==> src/hw/epsd_regs.vh <==
// Constants for the energy pulse stepper drive block.
// Assumes a 250 MHz core clock; included by bare name.
`ifndef EPSD_REGS_VH
`define EPSD_REGS_VH

// ----------------------------------------------------------------
// Clock and pulse lengths
// ----------------------------------------------------------------
`define EPSD_CLK_MHZ        250
`define EPSD_PULSE_SHORT_US 31250
`define EPSD_PULSE_LONG_US  156250
`define EPSD_PULSE_SHORT_CYC (`EPSD_PULSE_SHORT_US * `EPSD_CLK_MHZ)
`define EPSD_PULSE_LONG_CYC  (`EPSD_PULSE_LONG_US * `EPSD_CLK_MHZ)

// ----------------------------------------------------------------
// Divisors
// ----------------------------------------------------------------
`define EPSD_DIV_K0   9'h040
`define EPSD_DIV_K1   9'h080
`define EPSD_DIV_K2   9'h020
`define EPSD_DIV_K3   9'h100
`define EPSD_DIV_TYPE 12'h00a

// ----------------------------------------------------------------
// Reset values
// ----------------------------------------------------------------
`define EPSD_RST_TOTAL_SIGN 1'h1
`define EPSD_RST_PHASE_SIGN 3'h7

// ----------------------------------------------------------------
// Negative accumulation modes
// ----------------------------------------------------------------
`define EPSD_ACC_SIGNED3 2'h0
`define EPSD_ACC_ABS     2'h1
`define EPSD_ACC_PHASE   2'h2
`define EPSD_ACC_SIGNED  2'h3

`endif

==> src/hw/epsd_energy_pulse_stepper_drive.v <==
// Stepper motor and LED pulse output stage of a poly-phase meter.
// Assumes the per-phase active powers and energy pulse strobes come
// from the integrator, synchronous to core_clk_in.
//
// What this block does
// - Standalone mode when upper operating mode bit is set; drive motor.
// - Motor path is divider, then pulse limiter, then alternating decoder.
// - Motor divisor 64,128,32,256 per rate code; times ten if type bit set.
// - Motor pulse width 31.25 ms, or 156.25 ms when type bit set.
// - Successive divided pulses alternate between first and second drive.
// - No-load flag suspends integration and holds both motor pins low.
// - LED: full rate in mode 2, rate-code divisor in mode 3.
// - Accumulation mode affects only active and fundamental active power.
// - Total direction flag from summed power, phase flags from own power.
// - Mode 0: signed sum; negative clears flag and stops motor.
// - Mode 1: absolute sum, flag always one, motor runs.
// - Mode 2: per-phase Ferraris, absolute sum, flag always one, motor runs.
// - Mode 3: signed sum, motor pulses for either sign.
// - All divisors apply to the calibrated base LED pulse constant.
`timescale 1ns/1ns
`include "epsd_regs.vh"

module epsd_energy_pulse_stepper_drive #(
  parameter PW        = 24,
  parameter SHORT_CYC = `EPSD_PULSE_SHORT_CYC,
  parameter LONG_CYC  = `EPSD_PULSE_LONG_CYC
) (
  input  wire          core_clk_in,
  input  wire          resetn_in,
  input  wire [1:0]    operating_mode_select_in,
  input  wire          energy_type_select_in,
  input  wire [1:0]    motor_rate_select_in,
  input  wire [1:0]    negative_accumulation_mode_in,
  input  wire          no_load_flag_in,
  input  wire [PW-1:0] phase_r_power_in,
  input  wire [PW-1:0] phase_s_power_in,
  input  wire [PW-1:0] phase_t_power_in,
  input  wire          energy_pulse_in,
  output wire          integrate_enable_out,
  output reg           total_sign_out,
  output reg  [2:0]    phase_sign_out,
  output reg           motor_drive_first_out,
  output reg           motor_drive_second_out,
  output reg           led_pulse_out
);

  // ----------------------------------------------------------------
  // Local constants
  // ----------------------------------------------------------------
  localparam        SW       = PW + 2;
  localparam [11:0] TYPE_MUL = `EPSD_DIV_TYPE;
  localparam [11:0] ONE_12   = 12'h001;
  localparam [31:0] ONE_32   = 32'h00000001;
  localparam [31:0] ZERO_32  = 32'h00000000;

  // ----------------------------------------------------------------
  // Configuration decode
  // ----------------------------------------------------------------
  wire standalone;
  wire led_divided;
  wire drive_kill;
  wire pulse_ok;

  assign standalone  = operating_mode_select_in[1];
  assign led_divided = operating_mode_select_in[0];
  // Motor stage stops outside standalone or in no-load
  assign drive_kill  = ~standalone | no_load_flag_in;
  // Energy pulses are dropped while integration is suspended
  assign pulse_ok    = energy_pulse_in & ~no_load_flag_in;

  // Power sum itself only steers active energy; reactive untouched
  assign integrate_enable_out = ~no_load_flag_in;

  // ----------------------------------------------------------------
  // Per-phase sign and magnitude
  // ----------------------------------------------------------------
  wire [3*PW-1:0] phase_bus;
  wire [3*SW-1:0] ext_bus;
  wire [3*SW-1:0] mag_bus;
  wire [2:0]      phase_neg;

  assign phase_bus = {phase_t_power_in,
                      phase_s_power_in,
                      phase_r_power_in};

  // Phase 0 is R, 1 is S, 2 is T
  genvar g;
  generate
    for (g = 0; g < 3; g = g + 1) begin : g_phase
      wire [PW-1:0] pwr;
      wire [PW-1:0] pwr_neg;
      wire [PW-1:0] pwr_mag;
      assign pwr          = phase_bus[g*PW +: PW];
      assign pwr_neg      = ~pwr + {{(PW-1){1'b0}}, 1'b1};
      assign pwr_mag      = pwr[PW-1] ? pwr_neg : pwr;
      assign phase_neg[g] = pwr[PW-1];
      // Two guard bits keep the sum of three terms exact
      assign ext_bus[g*SW +: SW] = {{2{pwr[PW-1]}}, pwr};
      assign mag_bus[g*SW +: SW] = {2'h0, pwr_mag};
    end
  endgenerate

  // ----------------------------------------------------------------
  // Accumulation policy
  // ----------------------------------------------------------------
  wire [SW-1:0] sum_signed;
  wire [SW-1:0] sum_abs;
  reg  [SW-1:0] sum_sel;
  reg           neg_block;
  wire          sum_neg;
  wire          motor_allow;

  assign sum_signed = ext_bus[0 +: SW]
                    + ext_bus[SW +: SW]
                    + ext_bus[2*SW +: SW];
  // Magnitude sum can never set the top bit
  assign sum_abs    = mag_bus[0 +: SW]
                    + mag_bus[SW +: SW]
                    + mag_bus[2*SW +: SW];

  always @* begin
    sum_sel   = sum_signed;
    neg_block = 1'b0;
    case (negative_accumulation_mode_in)
      `EPSD_ACC_SIGNED3: begin
        sum_sel   = sum_signed;
        neg_block = 1'b1;
      end
      `EPSD_ACC_ABS: begin
        sum_sel   = sum_abs;
      end
      `EPSD_ACC_PHASE: begin
        // Per-phase Ferraris: each phase counted forward only
        sum_sel   = sum_abs;
      end
      `EPSD_ACC_SIGNED: begin
        sum_sel   = sum_signed;
      end
      default: begin
        sum_sel   = sum_signed;
      end
    endcase
  end

  assign sum_neg     = sum_sel[SW-1];
  // Only the three-phase Ferraris mode stops on a negative sum
  assign motor_allow = ~(neg_block & sum_neg);

  // ----------------------------------------------------------------
  // Direction flags
  // ----------------------------------------------------------------
  // Flags lag the phase powers by one clock
  always @(posedge core_clk_in) begin
    if (!resetn_in) begin
      total_sign_out <= `EPSD_RST_TOTAL_SIGN;
      phase_sign_out <= `EPSD_RST_PHASE_SIGN;
    end else begin
      total_sign_out <= ~sum_neg;
      phase_sign_out <= ~phase_neg;
    end
  end

  // ----------------------------------------------------------------
  // Divisor selection
  // ----------------------------------------------------------------
  reg  [8:0]  base_div;
  wire [11:0] base_div_w;
  wire [23:0] type_prod;
  reg  [11:0] motor_div;

  always @* begin
    case (motor_rate_select_in)
      2'h0: base_div = `EPSD_DIV_K0;
      2'h1: base_div = `EPSD_DIV_K1;
      2'h2: base_div = `EPSD_DIV_K2;
      2'h3: base_div = `EPSD_DIV_K3;
      default: base_div = `EPSD_DIV_K0;
    endcase
  end

  assign base_div_w = {3'h0, base_div};
  // Full product width; the largest divisor still fits in 12 bits
  assign type_prod  = base_div_w * TYPE_MUL;

  // Divisor relative to base constant C
  always @* begin
    if (energy_type_select_in) begin
      motor_div = type_prod[11:0];
    end else begin
      motor_div = base_div_w;
    end
  end

  // ----------------------------------------------------------------
  // Divider
  // ----------------------------------------------------------------
  reg  [11:0] div_cnt_q;
  wire        div_last;
  wire        div_step;
  wire        div_hit;

  assign div_last = (div_cnt_q == motor_div - ONE_12);
  // Negative sum in mode 0 freezes the motor count
  assign div_step = pulse_ok & motor_allow;
  assign div_hit  = div_step & div_last;

  always @(posedge core_clk_in) begin
    if (!resetn_in) begin
      div_cnt_q <= 12'h000;
    end else if (!standalone) begin
      div_cnt_q <= 12'h000;
    end else if (div_step) begin
      if (div_hit) begin
        div_cnt_q <= 12'h000;
      end else begin
        div_cnt_q <= div_cnt_q + ONE_12;
      end
    end
  end

  // ----------------------------------------------------------------
  // Mono-flop
  // ----------------------------------------------------------------
  reg  [31:0] mono_cnt_q;
  wire [31:0] pulse_len;
  wire        mono_idle;
  wire        mono_last;
  wire        fire;

  assign pulse_len = energy_type_select_in ? LONG_CYC : SHORT_CYC;
  assign mono_idle = (mono_cnt_q == ZERO_32);
  assign mono_last = (mono_cnt_q == ONE_32);
  // Hits while a pulse is still running are dropped
  assign fire      = mono_idle & div_hit;

  always @(posedge core_clk_in) begin
    if (!resetn_in) begin
      mono_cnt_q <= ZERO_32;
    end else if (drive_kill) begin
      mono_cnt_q <= ZERO_32;
    end else if (!mono_idle) begin
      mono_cnt_q <= mono_cnt_q - ONE_32;
    end else if (div_hit) begin
      mono_cnt_q <= pulse_len;
    end
  end

  // ----------------------------------------------------------------
  // Alternating decoder
  // ----------------------------------------------------------------
  reg sel_q;

  // Toggle survives a cut pulse so the coils keep alternating
  always @(posedge core_clk_in) begin
    if (!resetn_in) begin
      sel_q                  <= 1'b0;
      motor_drive_first_out  <= 1'b0;
      motor_drive_second_out <= 1'b0;
    end else if (drive_kill) begin
      motor_drive_first_out  <= 1'b0;
      motor_drive_second_out <= 1'b0;
    end else if (mono_last) begin
      motor_drive_first_out  <= 1'b0;
      motor_drive_second_out <= 1'b0;
    end else if (fire) begin
      sel_q                  <= ~sel_q;
      motor_drive_first_out  <= ~sel_q;
      motor_drive_second_out <= sel_q;
    end
  end

  // ----------------------------------------------------------------
  // LED pulse output
  // ----------------------------------------------------------------
  reg  [11:0] led_cnt_q;
  wire [11:0] led_div;
  wire        led_last;
  wire        led_hit;

  // LED divider ignores the energy type select
  assign led_div  = base_div_w;
  assign led_last = (led_cnt_q == led_div - ONE_12);
  assign led_hit  = pulse_ok & led_last;

  always @(posedge core_clk_in) begin
    if (!resetn_in) begin
      led_cnt_q     <= 12'h000;
      led_pulse_out <= 1'b0;
    end else if (!standalone) begin
      led_cnt_q     <= 12'h000;
      led_pulse_out <= 1'b0;
    end else if (!led_divided) begin
      led_cnt_q     <= 12'h000;
      led_pulse_out <= pulse_ok;
    end else begin
      if (pulse_ok) begin
        if (led_hit) begin
          led_cnt_q <= 12'h000;
        end else begin
          led_cnt_q <= led_cnt_q + ONE_12;
        end
      end
      led_pulse_out <= led_hit;
    end
  end

endmodule // epsd_energy_pulse_stepper_drive

==> config.mk <==
export PLATFORM = sky130hd
export DESIGN_NAME = epsd_energy_pulse_stepper_drive
export DESIGN_NICKNAME = d
export VERILOG_FILES = /design/src/hw/epsd_energy_pulse_stepper_drive.v
export VERILOG_INCLUDE_DIRS = /design/src /design/src/hw
export SDC_FILE = /design/constraint.sdc
export NUM_CORES = 1
export LEC_CHECK = 0
export BUFFER_PORTS_ARGS = -buffer_cell sky130_fd_sc_hd__buf_2
export CAP_MARGIN = 20
export CORE_ASPECT_RATIO = 0.7
export CORE_MARGIN = 1.5
export CORE_UTILIZATION = 58
export CTS_CLUSTER_DIAMETER = 50
export CTS_CLUSTER_SIZE = 30
export DETAILED_ROUTE_END_ITERATION = 10
export PLACE_DENSITY_LB_ADDON = 0.2
export REMOVE_ABC_BUFFERS = 1
export SETUP_SLACK_MARGIN = 0.2
export SYNTH_ARGS = -nofsm -noshare
export SYNTH_HDL_FRONTEND = slang
export SYNTH_SLANG_ARGS = --single-unit
==> constraint.sdc <==
create_clock -name core_clk_in -period 11.4 [get_ports core_clk_in]
set_input_delay 1.71 -clock core_clk_in [delete_from_list [all_inputs] [get_ports core_clk_in]]
set_output_delay 1.71 -clock core_clk_in [all_outputs]
set_load 0.03 [all_outputs]
==> flow_summary.yaml <==
clock_network:
  cts.clk_slew.worst_paths_ns: 0.05
  post_cts_resized: 0
  cts.sinks: 64
  clockBufferDepth: 2
  cts_hold_buf: 0
  htree_levels: 3
  clock_latency_ns: 0.33
  cts-root-buf: "clkbuf_16"
  cts_tree: "yes"
  cts_inserted_buffers: 9
  cts_setup_buffers: 0
worst_setup_path:
  setup.worst_path.start_class: "primary input"
  crit_type: "primary input to flip-flop"
  reg2reg_slack_ns: 8.09
  reg2reg_to: "sel_q"
  critical_path_required_ns: 11.62
  reg2reg_from: "mono_cnt_q[8]"
  ff2ff_path_depth: 6
  crit_start: "phase_s_power_in[4]"
  cp-end-kind: "flip-flop"
  worstPathArrival_ns: 7.30
  cp_max_fo: 12
logic_synthesis:
  ys.flop_type: "dfxtp_1"
  synth_warnings: 0
  syn_inst: 802
  async_flop_share_pct: 0
  synth-edff-count: 0
  syn_area_mm2: 0.00677
  synth_cell_types: 62
  avgSynthCellArea_um2: 8.44
  synth-seq-cells: 64
  seq_area_frac_synth_pct: 18.9
finish:
  area_growth_pct: 13.1
  antenna_cells: 0
  n_fill_cell: 932
  drive_gt1_share_pct: 13.3
  nNetsFinal: 1076
sta:
  setup_viol: 0
  rsz0062_at_grt: "false"
  period_share_pct: 62.1
  clock.fmax_ghz: 0.141
  finalHoldViolCount: 0
  finClkSkew_ns: 0.00596
  fin_crit_ns: 7.08
  relSlewSlack_pct: 29.5
  tightest_slew_ns: 1.06
  maxSlewViolCount: 0
  tns_ns: 0
worst_hold_path:
  hold_start: "mono_cnt_q[24]"
  min_path_type: "flip-flop to flip-flop"
  hold_end: "mono_cnt_q[24]"
  holdPathStages: 2
power:
  ir_worst_vdd_mv: 0.230
  leakagePower_nw: 3.27
  power_density_mw_per_mm2: 246
  power_mw: 1.88
global_routing:
  antenna_found_initial: 0
  grt_pass1_wl_um: 29800
  grt_pass1_vias: 6241
  grt_max_degree: 31
  track_usage_pct: 29.8
  grt_overflow: 0
floorplan:
  die_area_mm2: 0.0123
  fp.dieH_um: 93.4
  start_util_pct: 60.6
  io_pins: 91
  core.rowCount: 32
  die_x_um: 132
  core-area_mm2: 0.0112
place:
  gp_routability_congestion: 0.988
  portBuffers: 90
  dp_hpwl_um: 13900
detailed_routing:
  ant_nets: 0
  routedWlPerCell_um: 16.7
  routed_wl_um: 17400
  vias: 6309
  viasPerCell: 6.05
  first_pass_iters: 5
  drc_errors: 0
  drt_iter0_drc: 447
job:
  drv_cap: 0
outcome:
  status: "complete, no violations"
cell usage after synthesis (all sizes together) (4+ instances only):
cell,count,share of area (%)
o41ai,10,1.4
xnor2,49,6.3
nor4,17,1.8
o21ai,37,2.7
mux2i,8,1.2
dfxtp,64,19
o31ai,26,3.1
a211oi,13,1.4
nand4,9,0.83
fa,46,14
clkbuf,14,0.78
inv,51,2.8
nand2,84,4.7
nand2b,12,1.1
nand3,31,2.3
a21oi,37,2.7
and3,7,0.65
buf,4,0.30
or3,11,1.1
xor2,59,7.6
or4,19,2.3
nor2,60,3.3
ha,62,11
a31oi,4,0.37
nor3,24,1.8
metal layers:
metal | track usage [%] | part of all wire [%] | up-vias
li1 | - | - | 3016
met1 | 41.8 | 47 | 3015
met2 | 47.9 | 44 | 247
met3 | 5.09 | 7.2 | 31
met4 | 7.22 | 1.7 | 0
met5 | 0 | 0 | -
flip-flops by register name (all words and copies together) (netlist names):
name / flops
mono_cnt_q: 32
div_cnt_q: 12
led_cnt_q: 12
phase_sign_out: 3
led_pulse_out: 1
motor_drive_first_out: 1
motor_drive_second_out: 1
sel_q: 1
total_sign_out: 1
through the flow:
step           hold slack, ns  worst slack (ns)  instances  utilization (%)  instance area (um2)
4_1_cts                 0.489              4.42       1043             68.6                 7660
6_report                0.490              4.32       1043             68.6                 7660
3_5_place_dp            0.480              4.15       1027             65.7                 7340
5_1_grt                 0.515              3.87       1043             68.6                 7660
2_1_floorplan           0.443              5.07        784                -                 6700
3_3_place_gp            0.458              4.37       1027             65.7                 7340
worst max-delay path: stages:
cell and delay (ns):
buf_2 0.13, nor3_1 0.26, nand3b_1 0.13, or2_2 0.31, nand2b_1 0.20, o41ai_2 0.49
a21boi_0 0.45, o21ai_0 0.22, xnor2_1 0.19, fa_1 0.52, inv_1 0.05, ha_1 0.30
nand4b_1 0.15, nor3_1 0.32, inv_1 0.08, o22ai_1 0.21, o21ai_1 0.21, o2111ai_1 0.90
o21ai_0 0.24, o21a_1 0.23
power breakdown:
| part | switching [mW] | internal [mW] |
|---|---|---|
| Sequential | 0.0625 | 0.280 |
| Clock | 0.0966 | 0.193 |
| Combinational | 0.761 | 0.490 |
| Total | 0.920 | 0.962 |
placed cells by master (no fill, tap or decap), types with 8 or more instances in the layout:
cell	Yosys	final
nor3_1	23	23
a21oi_1	37	37
nand4_1	9	9
xnor2_1	49	49
mux2i_1	8	8
inv_1	51	51
dfxtp_1	64	64
clkbuf_16	0	9
fa_1	46	46
nor4_1	15	15
xor2_1	59	59
o21ai_0	32	32
or3_1	9	9
nand2_1	84	84
nand3_1	31	31
buf_2	4	90
o31ai_1	25	25
nor2_1	60	60
a211oi_1	13	13
o41ai_1	9	9
ha_1	62	62
nand2b_1	12	12
or4_1	15	15
how the worst max path moves through the flow:
stage / slack [ns] / cells after the start / to
6_report: 4.32 / 20 / mono_cnt_q[18]
5_1_grt: 3.87 / 20 / mono_cnt_q[18]
4_1_cts: 4.42 / 20 / mono_cnt_q[18]
3_5_place_dp: 4.15 / 20 / mono_cnt_q[18]
3_3_place_gp: 4.37 / 17 / mono_cnt_q[18]
2_1_floorplan: 5.07 / 16 / mono_cnt_q[18]
kinds of logic after synthesis:
kind of cell               synth area share [%]
and+or+nand+nor                            22.3
buffers and inverters                      3.95
adders and majority gates                  25.1
AOI/OAI and AO/OA                          14.6
xor gates and xnor gates                   14.0
DFF                                        18.9
muxes                                      1.18
final cells by class:
class                           instances  area (um2)  share of cell area (%)
Clock buffer                           14         284                    3.71
Clock inverter                          2        35.0                   0.457
Inverter                               52         195                    2.55
Multi-Input combinational cell        668        5220                    68.2
Sequential cell                        64        1280                    16.7
Tap cell                              153         191                    2.50
Timing Repair Buffer                   90         450                    5.88
No activity file was read; power rests on OpenSTA's default activity.
